<file path="config.mk">
export PLATFORM = sky130hd
export DESIGN_NAME = ast_top
export DESIGN_NICKNAME = d
export VERILOG_FILES = /design/src/rtl/ast_pkg.sv /design/src/rtl/ast_fifo.sv /design/src/rtl/ast_top.sv
export SDC_FILE = /design/constraint.sdc
export NUM_CORES = 1
export LEC_CHECK = 0
export ABC_CLOCK_PERIOD_IN_PS = 2800
export BUFFER_PORTS_ARGS = -buffer_cell sky130_fd_sc_hd__buf_2
export CAP_MARGIN = 20
export CORE_MARGIN = 1.5
export CORE_UTILIZATION = 35
export CTS_CLUSTER_SIZE = 30
export DETAILED_ROUTE_END_ITERATION = 7
export PLACE_DENSITY = 0.55
export SYNTH_ARGS = -nofsm -noshare
export SYNTH_HDL_FRONTEND = slang
export SYNTH_SLANG_ARGS = --single-unit
</file>
<file path="constraint.sdc">
create_clock -name aclk -period 2.8 [get_ports aclk]
set_input_delay 0.14 -clock aclk [delete_from_list [all_inputs] [get_ports aclk]]
set_output_delay 0.14 -clock aclk [all_outputs]
set_load 0.02 [all_outputs]
</file>
<file path="src/rtl/ast_pkg.sv">
// constants, field layouts and state types of the asynchronous serial transceiver
package ast_pkg;
  localparam int          ADDR_W       = 5;
  localparam logic [4:0]  OFS_MODE     = 5'h00;
  localparam logic [4:0]  OFS_STA      = 5'h04;
  localparam logic [4:0]  OFS_TX       = 5'h08;
  localparam logic [4:0]  OFS_RX       = 5'h0c;
  localparam logic [4:0]  OFS_BAUD     = 5'h10;
  localparam logic [1:0]  RESP_OKAY    = 2'h0;
  localparam logic [1:0]  RESP_SLVERR  = 2'h2;
  // mode register fields
  localparam int          MD_EN        = 15;
  localparam int          MD_SIMPLEX   = 11;
  localparam int          MD_PIN       = 8;
  localparam int          MD_LOOP      = 6;
  localparam int          MD_HSPEED    = 3;
  localparam int          MD_FMT       = 1;
  localparam int          MD_STOP2     = 0;
  localparam logic [15:0] MODE_WMASK   = 16'h8b4f;
  localparam logic [15:0] MODE_RESET   = 16'h0000;
  // status and control register fields
  localparam int          ST_TXSEL1    = 15;
  localparam int          ST_TXSEL0    = 13;
  localparam int          ST_BRK       = 11;
  localparam int          ST_TXEN      = 10;
  localparam int          ST_TXFULL    = 9;
  localparam int          ST_TRMT      = 8;
  localparam int          ST_RXSEL     = 6;
  localparam int          ST_ADDEN     = 5;
  localparam int          ST_RIDLE     = 4;
  localparam int          ST_PARITY_ERROR_FLAG      = 3;
  localparam int          ST_FRAMING_ERROR_FLAG      = 2;
  localparam int          ST_OVERRUN_FLAG      = 1;
  localparam int          ST_RXDA      = 0;
  localparam logic [15:0] STA_WMASK    = 16'hace0;
  localparam logic [15:0] STA_RESET    = 16'h0000;
  localparam logic [15:0] BAUD_RESET   = 16'h0000;
  // encodings
  localparam logic [1:0]  FMT_8N       = 2'h0;
  localparam logic [1:0]  FMT_8E       = 2'h1;
  localparam logic [1:0]  FMT_8O       = 2'h2;
  localparam logic [1:0]  FMT_9N       = 2'h3;
  localparam logic [1:0]  PIN_RTS      = 2'h1;
  localparam logic [1:0]  PIN_CTS_RTS  = 2'h2;
  localparam logic [1:0]  PIN_BCLK     = 2'h3;
  localparam logic [1:0]  TXI_DONE     = 2'h1;
  localparam logic [1:0]  TXI_EMPTY    = 2'h2;
  localparam logic [1:0]  RXI_THREE    = 2'h2;
  localparam logic [1:0]  RXI_FULL     = 2'h3;
  // timing and sizes
  localparam logic [4:0]  SPB_STD      = 5'h10;
  localparam logic [4:0]  SPB_HS       = 5'h04;
  localparam logic [3:0]  BRK_ZEROS    = 4'hc;
  localparam int          FIFO_DEPTH   = 4;
  localparam int          CNT_W        = 3;
  localparam int          TX_W         = 9;
  localparam int          RX_W         = 11;
  localparam int          SH_W         = 15;

  typedef enum logic [1:0] {
    TX_IDLE  = 2'b01,
    TX_SHIFT = 2'b10
  } ast_tx_state_type;

  typedef enum logic [2:0] {
    RX_IDLE  = 3'b001,
    RX_START = 3'b010,
    RX_DATA  = 3'b100
  } ast_rx_state_type;
endpackage : ast_pkg

</file>
<file path="src/rtl/ast_fifo.sv">
// small first-in first-out queue held in flip-flops
`timescale 1ns/10ps
module ast_fifo
  import ast_pkg::*;
#(
  parameter int W = 8
) (
  input  wire logic             aclk,
  input  wire logic             aresetn,
  input  wire logic             clr,
  input  wire logic             push,
  input  wire logic [W-1:0]     push_data,
  input  wire logic             pop,
  output logic      [W-1:0]     head,
  output logic      [CNT_W-1:0] count,
  output logic                  full,
  output logic                  empty
);
  localparam logic [CNT_W-1:0] DEPTH_C = CNT_W'(FIFO_DEPTH);
  localparam logic [1:0]       ONE_PTR = 2'h1;

  logic [W-1:0]     mem_q [FIFO_DEPTH];
  logic [W-1:0]     mem_d [FIFO_DEPTH];
  logic [1:0]       wr_q, wr_d, rd_q, rd_d;
  logic [CNT_W-1:0] cnt_q, cnt_d;
  logic             do_push, do_pop;

  assign do_pop  = pop && (cnt_q != '0);
  assign do_push = push && (cnt_q != DEPTH_C);
  assign head    = mem_q[rd_q];
  assign count   = cnt_q;
  assign full    = (cnt_q == DEPTH_C);
  assign empty   = (cnt_q == '0);

  always_comb begin
    mem_d = mem_q;
    wr_d  = wr_q;
    rd_d  = rd_q;
    cnt_d = cnt_q;
    if (clr) begin
      wr_d  = '0;
      rd_d  = '0;
      cnt_d = '0;
    end else begin
      if (do_push) begin
        mem_d[wr_q] = push_data;
        wr_d        = wr_q + ONE_PTR;
      end
      if (do_pop) begin
        rd_d = rd_q + ONE_PTR;
      end
      cnt_d = cnt_q + CNT_W'(do_push) - CNT_W'(do_pop);
    end
  end

  always_ff @(posedge aclk) begin
    if (!aresetn) begin
      wr_q  <= '0;
      rd_q  <= '0;
      cnt_q <= '0;
      for (int i = 0; i < FIFO_DEPTH; i++) begin
        mem_q[i] <= '0;
      end
    end else begin
      mem_q <= mem_d;
      wr_q  <= wr_d;
      rd_q  <= rd_d;
      cnt_q <= cnt_d;
    end
  end
endmodule : ast_fifo

</file>
<file path="src/rtl/ast_top.sv">
// asynchronous serial transceiver with baud timer, queues and register slave
// Behaviour
// - free-running 16-bit baud timer, period set by the baud divisor
// - standard speed: bit rate is clock over 16 times (divisor plus one)
// - high speed: bit rate is clock over 4 times (divisor plus one)
// - writing the baud divisor clears the baud timer at once
// - setting transmit enable raises a transmit interrupt two cycles later
// - 8-bit byte written passes through the transmit queue to the shifter and starts shifting
// - character loaded while disabled starts at once when transmit is enabled
// - with send break set, the next character is ignored and a break sent
// - after the break, send break self-clears and the next character follows
// - four-entry queue ahead of the transmit shifter
// - four-entry queue for received characters
// - reading receive holding advances the queue with its own error flags
// - overrun flag stays set until software clears it
// - receive interrupt per selected fill level once characters arrive
// - 8-bit even, odd or no parity, generated and checked
// - one or two stop bits as configured
// - 9-bit address detect treats ninth bit one as an address character
// - parity errors, framing errors and overruns are flagged
// - loopback returns transmitted data to the receiver
// - baud clock output only with 16x oversampling selected
// - pin usage 11 with module enabled drives 16x baud clock on shared pin
// - break is a start bit, twelve zero bits and a stop bit
// - format 11 9-bit, 10 8-bit odd, 01 8-bit even, 00 8-bit none
// - clear-to-send and request-to-send serve simplex or flow control
//
// Implementation choices: the AXI4-Lite slave port and the register offsets.
`timescale 1ns/10ps
module ast_top
  import ast_pkg::*;
(
  input  wire logic              aclk,
  input  wire logic              aresetn,
  input  wire logic [ADDR_W-1:0] s_axi_awaddr,
  input  wire logic              s_axi_awvalid,
  output logic                   s_axi_awready,
  input  wire logic [31:0]       s_axi_wdata,
  input  wire logic [3:0]        s_axi_wstrb,
  input  wire logic              s_axi_wvalid,
  output logic                   s_axi_wready,
  output logic [1:0]             s_axi_bresp,
  output logic                   s_axi_bvalid,
  input  wire logic              s_axi_bready,
  input  wire logic [ADDR_W-1:0] s_axi_araddr,
  input  wire logic              s_axi_arvalid,
  output logic                   s_axi_arready,
  output logic [31:0]            s_axi_rdata,
  output logic [1:0]             s_axi_rresp,
  output logic                   s_axi_rvalid,
  input  wire logic              s_axi_rready,
  input  wire logic              serial_in_pin,
  output logic                   serial_out_pin,
  output logic                   serial_out_oe,
  input  wire logic              clear_to_send_pin_n,
  output logic                   rts_bclk_pin,
  output logic                   rts_bclk_oe,
  output logic                   tx_irq,
  output logic                   rx_irq
);
  function automatic logic [15:0] merge16(input logic [15:0] old, input logic [31:0] nw,
                                          input logic [3:0] strb, input logic [15:0] mask);
    logic [15:0] v;
    v = old;
    if (strb[0]) v[7:0] = nw[7:0];
    if (strb[1]) v[15:8] = nw[15:8];
    return (v & mask) | (old & ~mask);
  endfunction : merge16

  function automatic logic addr_hit(input logic [ADDR_W-1:0] a);
    return (a == OFS_MODE) || (a == OFS_STA) || (a == OFS_TX) || (a == OFS_RX) ||
           (a == OFS_BAUD);
  endfunction : addr_hit

  // register and bus state
  logic [15:0]       mode_q, mode_d, sta_q, sta_d, baud_q, baud_d;
  logic              overrun_flag_q, overrun_flag_d;
  logic              awready_q, awready_d, wready_q, wready_d, bvalid_q, bvalid_d;
  logic              arready_q, arready_d, rvalid_q, rvalid_d;
  logic              aw_full_q, aw_full_d, w_full_q, w_full_d;
  logic [ADDR_W-1:0] aw_addr_q, aw_addr_d;
  logic [31:0]       w_data_q, w_data_d, rdata_q, rdata_d;
  logic [3:0]        w_strb_q, w_strb_d;
  logic [1:0]        bresp_q, bresp_d, rresp_q, rresp_d;
  // baud and pins
  logic [15:0]       brg_q, brg_d;
  logic              bclk_q, bclk_d, rts_q, rts_d, pin_oe_q, pin_oe_d;
  logic [2:0]        rxs_q, ctss_q;
  logic              rx_lvl_q, rx_lvl_d, cts_lvl_q, cts_lvl_d;
  // transmitter
  ast_tx_state_type  tx_st_q, tx_st_d;
  logic [SH_W-1:0]   tx_sh_q, tx_sh_d;
  logic [3:0]        tx_left_q, tx_left_d;
  logic [4:0]        tx_sub_q, tx_sub_d;
  logic              tx_brk_q, tx_brk_d;
  logic [1:0]        txen_dly_q, txen_dly_d;
  logic              tx_irq_q, tx_irq_d;
  // receiver
  ast_rx_state_type  rx_st_q, rx_st_d;
  logic [9:0]        rx_sh_q, rx_sh_d;
  logic [3:0]        rx_bit_q, rx_bit_d;
  logic [4:0]        rx_sub_q, rx_sub_d;
  logic              rx_irq_q, rx_irq_d;
  // combinational helpers
  logic              en, txen, hspeed, fmt9, tick, do_write, wr_baud, brk_clr;
  logic [1:0]        fmt, pins;
  logic [4:0]        spb;
  logic              txf_push, txf_pop, txf_full, txf_empty, tx_start, tx_done;
  logic [TX_W-1:0]   txf_head;
  logic [CNT_W-1:0]  txf_cnt, rxf_cnt;
  logic              rxf_push, rxf_pop, rxf_full, rxf_empty, rxf_clr, rx_in;
  logic [RX_W-1:0]   rxf_head, rxf_data;
  logic [3:0]        rx_stop_idx;

  assign en     = mode_q[MD_EN];
  assign txen   = sta_q[ST_TXEN];
  assign hspeed = mode_q[MD_HSPEED];
  assign fmt    = mode_q[MD_FMT +: 2];
  assign fmt9   = (fmt == FMT_9N);
  assign pins   = mode_q[MD_PIN +: 2];
  assign spb    = hspeed ? SPB_HS : SPB_STD;
  assign tick   = (brg_q == baud_q);

  assign s_axi_awready  = awready_q;
  assign s_axi_wready   = wready_q;
  assign s_axi_bvalid   = bvalid_q;
  assign s_axi_bresp    = bresp_q;
  assign s_axi_arready  = arready_q;
  assign s_axi_rvalid   = rvalid_q;
  assign s_axi_rdata    = rdata_q;
  assign s_axi_rresp    = rresp_q;
  assign serial_out_pin = tx_sh_q[0];
  assign serial_out_oe  = en;
  assign rts_bclk_pin   = rts_q;
  assign rts_bclk_oe    = pin_oe_q;
  assign tx_irq         = tx_irq_q;
  assign rx_irq         = rx_irq_q;

  assign do_write = aw_full_q && w_full_q && !bvalid_q;
  assign wr_baud  = do_write && (aw_addr_q == OFS_BAUD) && (w_strb_q[1:0] != '0);
  assign txf_push = do_write && (aw_addr_q == OFS_TX) && w_strb_q[0];
  assign rxf_pop  = s_axi_arvalid && arready_q && (s_axi_araddr == OFS_RX);
  // clearing a set overrun flag empties the receive queue
  assign rxf_clr  = overrun_flag_q && !overrun_flag_d;

  ast_fifo #(.W(TX_W)) u_tx_fifo (
    .aclk      (aclk),
    .aresetn   (aresetn),
    .clr       (1'b0),
    .push      (txf_push),
    .push_data (w_data_q[TX_W-1:0]),
    .pop       (txf_pop),
    .head      (txf_head),
    .count     (txf_cnt),
    .full      (txf_full),
    .empty     (txf_empty)
  );

  ast_fifo #(.W(RX_W)) u_rx_fifo (
    .aclk      (aclk),
    .aresetn   (aresetn),
    .clr       (rxf_clr),
    .push      (rxf_push),
    .push_data (rxf_data),
    .pop       (rxf_pop),
    .head      (rxf_head),
    .count     (rxf_cnt),
    .full      (rxf_full),
    .empty     (rxf_empty)
  );

  // register file and bus slave
  always_comb begin
    mode_d    = mode_q;
    sta_d     = sta_q;
    baud_d    = baud_q;
    overrun_flag_d    = overrun_flag_q;
    aw_full_d = aw_full_q;
    w_full_d  = w_full_q;
    aw_addr_d = aw_addr_q;
    w_data_d  = w_data_q;
    w_strb_d  = w_strb_q;
    bvalid_d  = bvalid_q;
    bresp_d   = bresp_q;
    rvalid_d  = rvalid_q;
    rdata_d   = rdata_q;
    rresp_d   = rresp_q;
    arready_d = arready_q;
    if (s_axi_awvalid && awready_q) begin
      aw_full_d = 1'b1;
      aw_addr_d = s_axi_awaddr;
    end
    if (s_axi_wvalid && wready_q) begin
      w_full_d = 1'b1;
      w_data_d = s_axi_wdata;
      w_strb_d = s_axi_wstrb;
    end
    if (brk_clr) sta_d[ST_BRK] = 1'b0;
    if (do_write) begin
      aw_full_d = 1'b0;
      w_full_d  = 1'b0;
      bvalid_d  = 1'b1;
      bresp_d   = addr_hit(aw_addr_q) ? RESP_OKAY : RESP_SLVERR;
      case (aw_addr_q)
        OFS_MODE: mode_d = merge16(mode_q, w_data_q, w_strb_q, MODE_WMASK);
        OFS_STA: begin
          sta_d = merge16(sta_q, w_data_q, w_strb_q, STA_WMASK);
          if (w_strb_q[0] && !w_data_q[ST_OVERRUN_FLAG]) overrun_flag_d = 1'b0;
        end
        OFS_BAUD: baud_d = merge16(baud_q, w_data_q, w_strb_q, 16'hffff);
        default: ;
      endcase
    end
    if (rxf_push && rxf_full) overrun_flag_d = 1'b1;
    if (bvalid_q && s_axi_bready) bvalid_d = 1'b0;
    if (s_axi_arvalid && arready_q) begin
      arready_d = 1'b0;
      rvalid_d  = 1'b1;
      rresp_d   = addr_hit(s_axi_araddr) ? RESP_OKAY : RESP_SLVERR;
      case (s_axi_araddr)
        OFS_MODE: rdata_d = {16'h0000, mode_q};
        OFS_STA: begin
          rdata_d            = {16'h0000, sta_q};
          rdata_d[ST_TXFULL] = txf_full;
          rdata_d[ST_TRMT]   = txf_empty && (tx_st_q == TX_IDLE);
          rdata_d[ST_RIDLE]  = (rx_st_q == RX_IDLE);
          rdata_d[ST_PARITY_ERROR_FLAG]   = !rxf_empty && rxf_head[TX_W];
          rdata_d[ST_FRAMING_ERROR_FLAG]   = !rxf_empty && rxf_head[TX_W+1];
          rdata_d[ST_OVERRUN_FLAG]   = overrun_flag_q;
          rdata_d[ST_RXDA]   = !rxf_empty;
        end
        OFS_RX: rdata_d = {23'h000000, rxf_head[TX_W-1:0]};
        OFS_BAUD: rdata_d = {16'h0000, baud_q};
        default: rdata_d = 32'h00000000;
      endcase
    end
    if (rvalid_q && s_axi_rready) begin
      rvalid_d  = 1'b0;
      arready_d = 1'b1;
    end
    awready_d = !aw_full_d && !bvalid_d;
    wready_d  = !w_full_d && !bvalid_d;
  end

  always_ff @(posedge aclk) begin
    if (!aresetn) begin
      mode_q    <= MODE_RESET;
      sta_q     <= STA_RESET;
      baud_q    <= BAUD_RESET;
      overrun_flag_q    <= 1'b0;
      aw_full_q <= 1'b0;
      w_full_q  <= 1'b0;
      aw_addr_q <= '0;
      w_data_q  <= '0;
      w_strb_q  <= '0;
      awready_q <= 1'b1;
      wready_q  <= 1'b1;
      bvalid_q  <= 1'b0;
      bresp_q   <= RESP_OKAY;
      arready_q <= 1'b1;
      rvalid_q  <= 1'b0;
      rdata_q   <= '0;
      rresp_q   <= RESP_OKAY;
    end else begin
      mode_q    <= mode_d;
      sta_q     <= sta_d;
      baud_q    <= baud_d;
      overrun_flag_q    <= overrun_flag_d;
      aw_full_q <= aw_full_d;
      w_full_q  <= w_full_d;
      aw_addr_q <= aw_addr_d;
      w_data_q  <= w_data_d;
      w_strb_q  <= w_strb_d;
      awready_q <= awready_d;
      wready_q  <= wready_d;
      bvalid_q  <= bvalid_d;
      bresp_q   <= bresp_d;
      arready_q <= arready_d;
      rvalid_q  <= rvalid_d;
      rdata_q   <= rdata_d;
      rresp_q   <= rresp_d;
    end
  end

  // baud timer, pin synchronisers, shared-pin drive
  always_comb begin
    brg_d = tick ? 16'h0000 : brg_q + 16'h0001;
    if (!en || wr_baud || (txen && !txen_dly_q[0])) brg_d = 16'h0000;
    bclk_d    = en && !hspeed && (brg_q <= (baud_q >> 1));
    rx_lvl_d  = (rxs_q[1] == rxs_q[2]) ? rxs_q[2] : rx_lvl_q;
    cts_lvl_d = (ctss_q[1] == ctss_q[2]) ? ctss_q[2] : cts_lvl_q;
    // flow control: ready to receive; simplex: transmitter busy
    rts_d = mode_q[MD_SIMPLEX] ? !(tx_st_q == TX_SHIFT || !txf_empty)
                               : rxf_full;
    if (pins == PIN_BCLK) rts_d = bclk_q;
    pin_oe_d = en && (pins != '0);
  end

  always_ff @(posedge aclk) begin
    if (!aresetn) begin
      brg_q     <= 16'h0000;
      bclk_q    <= 1'b0;
      rts_q     <= 1'b1;
      pin_oe_q  <= 1'b0;
      rxs_q     <= 3'h7;
      ctss_q    <= 3'h7;
      rx_lvl_q  <= 1'b1;
      cts_lvl_q <= 1'b1;
    end else begin
      brg_q     <= brg_d;
      bclk_q    <= bclk_d;
      rts_q     <= rts_d;
      pin_oe_q  <= pin_oe_d;
      rxs_q     <= {rxs_q[1:0], serial_in_pin};
      ctss_q    <= {ctss_q[1:0], clear_to_send_pin_n};
      rx_lvl_q  <= rx_lvl_d;
      cts_lvl_q <= cts_lvl_d;
    end
  end

  // transmitter
  assign tx_start = (tx_st_q == TX_IDLE) && en && txen && !txf_empty &&
                    ((pins != PIN_CTS_RTS) || !cts_lvl_q);
  assign txf_pop  = tx_start;
  assign tx_done  = (tx_st_q == TX_SHIFT) && tick && (tx_sub_q == spb - 5'h01) &&
                    (tx_left_q == 4'h1);
  assign brk_clr  = tx_done && tx_brk_q;

  always_comb begin
    tx_st_d    = tx_st_q;
    tx_sh_d    = tx_sh_q;
    tx_left_d  = tx_left_q;
    tx_sub_d   = tx_sub_q;
    tx_brk_d   = tx_brk_q;
    txen_dly_d = {txen_dly_q[0], txen};
    tx_irq_d   = txen_dly_q[0] && !txen_dly_q[1];
    case (tx_st_q)
      TX_IDLE: begin
        if (tx_start) begin
          tx_st_d  = TX_SHIFT;
          tx_sub_d = 5'h00;
          tx_sh_d  = '1;
          tx_brk_d = sta_q[ST_BRK];
          if (sta_q[ST_BRK]) begin
            tx_sh_d[BRK_ZEROS:0] = '0;
            tx_left_d            = BRK_ZEROS + 4'h2 + 4'(mode_q[MD_STOP2]);
          end else begin
            tx_sh_d[0]   = 1'b0;
            tx_sh_d[8:1] = txf_head[7:0];
            if (fmt9) tx_sh_d[9] = txf_head[8];
            else if (fmt == FMT_8E) tx_sh_d[9] = ^txf_head[7:0];
            else if (fmt == FMT_8O) tx_sh_d[9] = ~^txf_head[7:0];
            tx_left_d = 4'h9 + 4'(fmt != FMT_8N) + 4'h1 + 4'(mode_q[MD_STOP2]);
          end
          tx_irq_d = tx_irq_d || (sta_q[ST_TXSEL1] ? (txf_cnt == CNT_W'(1)) :
                                  !sta_q[ST_TXSEL0]);
        end
      end
      TX_SHIFT: begin
        if (tick) begin
          tx_sub_d = tx_sub_q + 5'h01;
          if (tx_sub_q == spb - 5'h01) begin
            tx_sub_d  = 5'h00;
            tx_sh_d   = {1'b1, tx_sh_q[SH_W-1:1]};
            tx_left_d = tx_left_q - 4'h1;
            if (tx_left_q == 4'h1) tx_st_d = TX_IDLE;
          end
        end
        if (tx_done && txf_empty && ({sta_q[ST_TXSEL1], sta_q[ST_TXSEL0]} == TXI_DONE)) begin
          tx_irq_d = 1'b1;
        end
      end
      default: tx_st_d = TX_IDLE;
    endcase
    if (!en || !txen) begin
      tx_st_d = TX_IDLE;
      tx_sh_d = '1;
    end
  end

  always_ff @(posedge aclk) begin
    if (!aresetn) begin
      tx_st_q    <= TX_IDLE;
      tx_sh_q    <= '1;
      tx_left_q  <= 4'h0;
      tx_sub_q   <= 5'h00;
      tx_brk_q   <= 1'b0;
      txen_dly_q <= 2'h0;
      tx_irq_q   <= 1'b0;
    end else begin
      tx_st_q    <= tx_st_d;
      tx_sh_q    <= tx_sh_d;
      tx_left_q  <= tx_left_d;
      tx_sub_q   <= tx_sub_d;
      tx_brk_q   <= tx_brk_d;
      txen_dly_q <= txen_dly_d;
      tx_irq_q   <= tx_irq_d;
    end
  end

  // receiver
  assign rx_in       = mode_q[MD_LOOP] ? tx_sh_q[0] : rx_lvl_q;
  assign rx_stop_idx = (fmt == FMT_8N) ? 4'h8 : 4'h9;
  assign rxf_data[TX_W-1:0] = fmt9 ? rx_sh_q[8:0] : {1'b0, rx_sh_q[7:0]};
  assign rxf_data[TX_W]     = (fmt == FMT_8E) ? ^rx_sh_q[8:0] :
                              (fmt == FMT_8O) ? ~^rx_sh_q[8:0] : 1'b0;
  assign rxf_data[TX_W+1]   = !rx_in;
  assign rxf_push = en && (rx_st_q == RX_DATA) && tick && (rx_sub_q == spb - 5'h01) &&
                    (rx_bit_q == rx_stop_idx) &&
                    !(fmt9 && sta_q[ST_ADDEN] && !rx_sh_q[8]);

  always_comb begin
    rx_st_d  = rx_st_q;
    rx_sh_d  = rx_sh_q;
    rx_bit_d = rx_bit_q;
    rx_sub_d = rx_sub_q;
    rx_irq_d = 1'b0;
    case (rx_st_q)
      RX_IDLE: begin
        rx_sub_d = 5'h00;
        if (!rx_in) rx_st_d = RX_START;
      end
      RX_START: begin
        if (tick) begin
          rx_sub_d = rx_sub_q + 5'h01;
          if (rx_sub_q == (spb >> 1) - 5'h01) begin
            rx_sub_d = 5'h00;
            rx_bit_d = 4'h0;
            rx_sh_d  = '0;
            rx_st_d  = rx_in ? RX_IDLE : RX_DATA;
          end
        end
      end
      RX_DATA: begin
        if (tick) begin
          rx_sub_d = rx_sub_q + 5'h01;
          if (rx_sub_q == spb - 5'h01) begin
            rx_sub_d = 5'h00;
            rx_bit_d = rx_bit_q + 4'h1;
            if (rx_bit_q == rx_stop_idx) rx_st_d = RX_IDLE;
            else rx_sh_d[rx_bit_q] = rx_in;
          end
        end
      end
      default: rx_st_d = RX_IDLE;
    endcase
    if (rxf_push && !rxf_full) begin
      case (sta_q[ST_RXSEL +: 2])
        RXI_THREE: rx_irq_d = (rxf_cnt == CNT_W'(2));
        RXI_FULL:  rx_irq_d = (rxf_cnt == CNT_W'(3));
        default:   rx_irq_d = 1'b1;
      endcase
    end
    if (!en) rx_st_d = RX_IDLE;
  end

  always_ff @(posedge aclk) begin
    if (!aresetn) begin
      rx_st_q  <= RX_IDLE;
      rx_sh_q  <= '0;
      rx_bit_q <= 4'h0;
      rx_sub_q <= 5'h00;
      rx_irq_q <= 1'b0;
    end else begin
      rx_st_q  <= rx_st_d;
      rx_sh_q  <= rx_sh_d;
      rx_bit_q <= rx_bit_d;
      rx_sub_q <= rx_sub_d;
      rx_irq_q <= rx_irq_d;
    end
  end
endmodule : ast_top

</file>
# --- After elaboration in Yosys (flattened, before gate mapping) ---
# Index checks and enable logic that the tools add are counted.
totals:
  output_inout_bits: 47
  regBits: 289
op_classes:
  mux: 103
  reduce_logical: 120
  n_eq_ne: 47
  addsub: 19
  bitwise: 8
  magnitude_cmp: 9
ops:
  columns: ["operator", "count"]
  rows:
  - ["8-bit 2-to-1 mux", 9]
  - ["16-bit case mux with 4 select lines", 1]
  - ["10-bit 2-to-1 mux", 6]
  - ["1-bit logical AND", 50]
  - ["15-bit 2-to-1 mux", 3]
  - ["44-bit bitwise mux", 1]
  - ["5-bit 2-to-1 mux", 8]
  - ["36-bit bitwise mux", 1]
  - ["9-bit 2-to-1 mux", 4]
  - ["11-bit 2-to-1 mux", 3]
  - ["4-bit 2-to-1 mux", 8]
  - ["16-bit by 15-bit OR with 16-bit output", 2]
  - ["15-bit case mux with 2 select lines", 1]
  - ["1-bit 2-to-1 mux", 24]
  - ["12-bit 2-to-1 mux", 2]
  - ["3-bit 2-to-1 mux", 8]
  - ["11-bit binary-select mux with 2-bit select", 1]
  - ["11-bit demux with 2-bit select", 1]
  - ["7-bit 2-to-1 mux", 3]
  - ["5-bit by 4-bit equality test with 1-bit output (second input constant)", 4]
  - ["1-bit logical NOT", 20]
  - ["10-bit case mux with 2 select lines", 1]
  - ["9-bit binary-select mux with 2-bit select", 1]
  - ["9-bit demux with 2-bit select", 1]
  - ["60 further kinds", 143]

# --- Logic depth before layout (Yosys ltp) ---
logic_depth:
  ltp_word: 12
  ltp_mapped: 12

# --- By module ---
# From an unflattened synthesis, not the netlist that was laid out.
unflattened:
  hier_cells: 1338
  area_unflattened_um2: 12177.9
modules_own_cells:
  columns: ["module", "cells_each", "seq_area_each_um2", "area_per_inst_um2", "n_inst"]
  rows:
  - ["ast_top", 933, 3163.0, 7892.6, 1]
  - ["ast_fifo (u_rx_fifo)", 217, 1021.0, 2307.2, 1]
  - ["ast_fifo (u_tx_fifo)", 188, 860.8, 1978.1, 1]

# --- Worst setup path after synthesis ---
# OpenSTA, ideal clock, no wires.
synth_path:
  kind: "reg2reg"
  from: "register rx_bit_q[0]"
  to: "register u_rx_fifo.cnt_q[2] (netlist: u_rx_fifo.count[2])"
  required_time_ns: 2.658
  path_slack_ns: -0.022
  setup_time_ns: 0.142
  path_stages_with_launch: 11
  arrival_time_ns: 2.679
  synth_period_minus_slack_ns: 2.822
  n_path_buf: 0
  cell_sequence: "dfxtp_1 > or3_1 > a211o_1 > or4_1 > nor3_2 > ha_1 > inv_1 > fa_1 > xor2_1 > xnor2_1 > nor2_1"
synth_via:
  word_cells_on_any_way: 11
synth_lines:
  columns: ["item", "line", "rtl"]
  rows:
  - ["start, declared", "ast_top.sv:101", "logic [3:0] rx_bit_q, rx_bit_d;"]
  - ["start signal, assigned", "ast_top.sv:467", "rx_bit_q <= rx_bit_d;"]
  - ["4-bit equality test", "ast_top.sv:409", "(rx_bit_q == rx_stop_idx) &&"]
  - ["1-bit logical AND", "ast_top.sv:408", "assign rxf_push = en && (rx_st_q == RX_DATA) && tick && (rx_sub_q == spb - 5'h01) &&"]
  - ["1-bit logical AND", "ast_top.sv:409", null]
  - ["1-bit logical AND", "ast_fifo.sv:29", "assign do_push = push && (cnt_q != DEPTH_C);"]
  - ["net u_rx_fifo.do_push", "ast_fifo.sv:26", "logic do_push, do_pop;"]
  - ["3-bit by 1-bit adder with 3-bit output", "ast_fifo.sv:52", "cnt_d = cnt_q + CNT_W'(do_push) - CNT_W'(do_pop);"]
  - ["3-bit by 1-bit subtractor with 3-bit output", "ast_fifo.sv:52", null]
  - ["end signal, assigned", "ast_fifo.sv:68", "cnt_q <= cnt_d;"]
  - ["end, declared", "ast_fifo.sv:25", "logic [CNT_W-1:0] cnt_q, cnt_d;"]
# The timed path passes the listed nets, and every way through them passes these cells.
# A chain may end at the register's enable or synchronous reset.

# --- Worst setup path in the final report ---
# Ends and elaborated chain as after synthesis.

==> results.md <==
* Critical Path End Type: register
* Unrepaired setup endpoints after global routing: false
* Register bit total from synthesis at around 250
* Worst-Skew Late Latency at around 0.56 ns
* Power density cells at about 590 nW/um^2
* Gpl congestion at 0.866
* Final Max Tran Viols at 0
* EDFF count, synth at 0
* Xor/xnor share of the synthesized area at between 4 and 5%
* Final setup vio count at 0
* FF+latch area at between 5000 and 6000 sq um
* LEAKAGE at roughly 5.9 nW
* Root Driver: clkbuf_16
* Vias per std cell at a little over 5
* Core ar. at 33400 sq um
* Final nets at between 1500 and 2000
* Synth cell types at 68
* Critical path's slowest cell: or4_4
* Detailed router's first-iteration violation count at about 620
* TritonRoute pass-1 iters at 5
* Synth warnings at 0
* Gr usage total at between 10% and 20%
* Initial core utilization at 35.4%
* WHS Endpoint: aw_addr_q[4]
* Actual slew at the worst max-slew pin at ~1 ns
* FF-to-FF Start: rx_bit_q[0]
* Total Power at 8.42 mW
* Initial antenna violation count at 0
* WHS Path Cells at 4
* Critical path required time at 3.25 ns
* Area grow syn2layout at 20.4%
* Vias in the first global route at a little over 9000
* CTS sink count at about 250
* Area of the multi-input gates at about 6200 sq um
* CTS tree: built
* Critical path buffer and inverter count at 1
* HPWL after detailed placement at about 23 mm
* Combinational family with the most area after synthesis: simple AND/OR/NAND/NOR gates
* Die Width at between 150 and 200 um
* Max clock buf depth at 3
* Pin count of the biggest net entering global routing at 67
* H-tree depth at 1
* Synth Instances at 1362
* Worst VDD drop at about 0.00042 V
* Fin crit share at between 90% and 100%
* Synthesized area per cell at 8.67 sq um
* Final ANT Viol Nets at 0
* Simple-gate portion of the synthesized area at about a fifth
* Max-slew headroom at 31.3%
* Antenna fix cells at 0
* Num rows at 67
* WP data arrival at ~3.1 ns
* Final hold viol count at 0
* Worst reg2reg setup slack at 0.13 ns
* Outcome: complete, no violations
* Ys async rst share at 0%
* Peak per-stage delay on the critical path at ~0.45 ns
* Hold_sp: s_axi_awvalid
* Global-route wire length before repair at 50.3 mm
* DR DRC count at 0
* Synth Area in Compound Gates at between 10% and 20%
* HP Class: input pin to register
* Max cap viols at 0
* Avg WL per Cell at ~16 um
* R2r worst-path depth at 10
* Ports at 102
* Critical setup path kind: register to register
* Die Area at 34800 sq um
* TNS Setup at 0 ns
* Post-synthesis sequential area ratio at between 40% and 50%
* CTS clock-pin slew for the worst setup and hold paths at 0.06 ns
* Overall die height at about 190 um
* Kind of start point of the critical path: register
* Total CTS buffers at 29
* Post-Syn Area at 11800 sq um
* Period minus WS final at approximately 2.7 ns
* Ys flop type: dfxtp_1
* Fmax at between 300 and 400 MHz
* Overflow after GRT at 0
* Worst path cell trace: or3_1 > a211o_1 > or4_4 > nor3_4 > ha_1 > inv_1 > fa_1 > xor2_1 > xnor2_1 > nor2_1
* Synth Area in Adders at 4.47%
* Post-synthesis mux area share at between 10% and 20%
* Layout cell share with drive strength beyond 1 at ~14%
* Via count of the routed design at 9764
* IO buf count at 65
* Peak fanout along the critical path at 2
* CP top delay family: simple AND/OR/NAND/NOR gates
* FILL cells at about 3400
* Setup Skew at about 0.024 ns
* FF-to-FF End: u_rx_fifo.count[2]
* Total Wirelength at around 32 mm
worst reg2reg max path: cells and delay by family, from the launching register on:
kind                     cells  cell delay (ns)
buffers and inverters        1             0.05
flip-flops                   1             0.31
AND/OR/NAND/NOR              4             1.08
AO/OA/AOI/OAI                1             0.31
XOR/XNOR                     2             0.32
adder cells (fa/ha/maj)      2             0.53
report_power, final:
part	internal [mW]	switching, mW	total [mW]
registers	3.63	0.0581	3.68
logic	0.114	0.204	0.317
clock network	2.88	1.53	4.42
total	6.62	1.80	8.42
state kept, by name, indices dropped and copies added, names as in the netlist, 5 cells and up:
signal / cells
baud_q: 16
aw_addr_q: 5
tx_sh_q: 13
tx_sub_q: 5
s_axi_rdata: 16
mode_q: 9
brg_q: 16
rx_sub_q: 5
rx_sh_q: 9
sta_q: 7
w_data_q: 16
u_tx_fifo.mem_q: 36
u_rx_fifo.mem_q: 44
how the worst max path moves through the flow:
stage | from | end | slack, ns | depth (start not counted)
final | rx_bit_q[0] | u_rx_fifo.count[2] | 0.13 | 10
after detailed placement | rx_bit_q[0] | u_rx_fifo.count[2] | 0.07 | 10
after global routing | rx_sub_q[1] | u_rx_fifo.count[2] | 0.03 | 11
after CTS | rx_bit_q[0] | u_rx_fifo.count[2] | 0.07 | 10
after global placement | rx_bit_q[0] | u_rx_fifo.count[2] | 0.05 | 10
after floorplan | rx_bit_q[0] | u_rx_fifo.count[2] | 0.004 | 10
timing repair:
item	CTS	global route
setup endpoints to repair	0	2
gates resized for setup	0	2
buffers inserted	0	0
hold endpoints to repair	31	0
hold buffers	31	0
cell usage after synthesis (13+ instances only):
master | instances | area, sq um
dfxtp_1 | 252 | 5040
nand2_1 | 207 | 777
nor2_1 | 141 | 529
a21oi_1 | 136 | 681
mux2i_1 | 74 | 741
clkbuf_1 | 62 | 233
nand3_1 | 61 | 305
inv_1 | 46 | 173
ha_1 | 39 | 488
o21ai_0 | 30 | 150
xor2_1 | 30 | 263
xnor2_1 | 27 | 236
and2_1 | 20 | 125
mux4_2 | 20 | 450
buf_4 | 18 | 135
nand2b_1 | 17 | 106
o211ai_1 | 15 | 113
a22oi_1 | 13 | 97.6
layer usage:
metal | up-vias | track usage (%) | share of wire (%)
li1 | 4866 | - | -
met1 | 4659 | 24.5 | 48
met2 | 185 | 29.4 | 47
met3 | 54 | 2.20 | 3.6
met4 | 0 | 4.99 | 2.2
met5 | - | 0 | 0
cell type report:
type | count | share of cell area [%]
multi-input cells | 989 | 43.9
inverters | 46 | 1.23
repair buffers | 150 | 7.41
flip-flops and latches | 252 | 35.5
clock buffers | 39 | 5.79
clock inverters | 15 | 2.18
well taps | 448 | 3.94
kinds of logic (layout without fill, tap and decap cells):
logic type,count (synthesis),after routing
xor+xnor,57,57
flops,252,252
other cells,1,18
simple gates,535,535
fa+ha+maj,41,41
buf+inv,138,250
compound gates,240,240
mux,98,98
through the flow:
| stage | hold slack (ns) | instances | utilization, % | setup slack (ns) | cell area (sq um) |
|---|---|---|---|---|---|
| floorplan | 0.241 | 1379 | - | 0.00395 | 11900 |
| global placement | 0.332 | 1854 | 38.3 | 0.0454 | 12800 |
| detailed placement | 0.344 | 1854 | 38.3 | 0.0681 | 12800 |
| CTS | 0.00862 | 1939 | 42.6 | 0.0655 | 14200 |
| global route | 0.0460 | 1939 | 42.6 | 0.0262 | 14200 |
| finish | 0.0339 | 1939 | 42.6 | 0.130 | 14200 |
layout by cell type, fill, tap and decap left out, drive strengths merged, types with 4 or more instances in the layout:
cell type,netlist,final
and2,20,20
and3,10,10
nand3b,4,4
dfxtp,252,252
conb,1,18
and3b,5,5
a21oi,136,136
ha,39,39
dlygate4sd3,0,31
nand4,9,9
mux2i,74,74
nand3,61,61
bufinv,0,9
or3b,4,4
buf,29,119
or3,12,12
a222oi,5,5
nor4,10,10
nor2b,10,10
nor2,141,141
o21ai,31,31
inv,46,47
mux4,20,20
nand2,207,207
xor2,30,30
o311ai,5,5
xnor2,27,27
clkinv,0,4
nand2b,17,17
o211ai,15,15
mux2,4,4
a22oi,13,13
clkbuf,63,39
a21o,6,6
nor3,13,13
(Power assumes the default switching activity.)
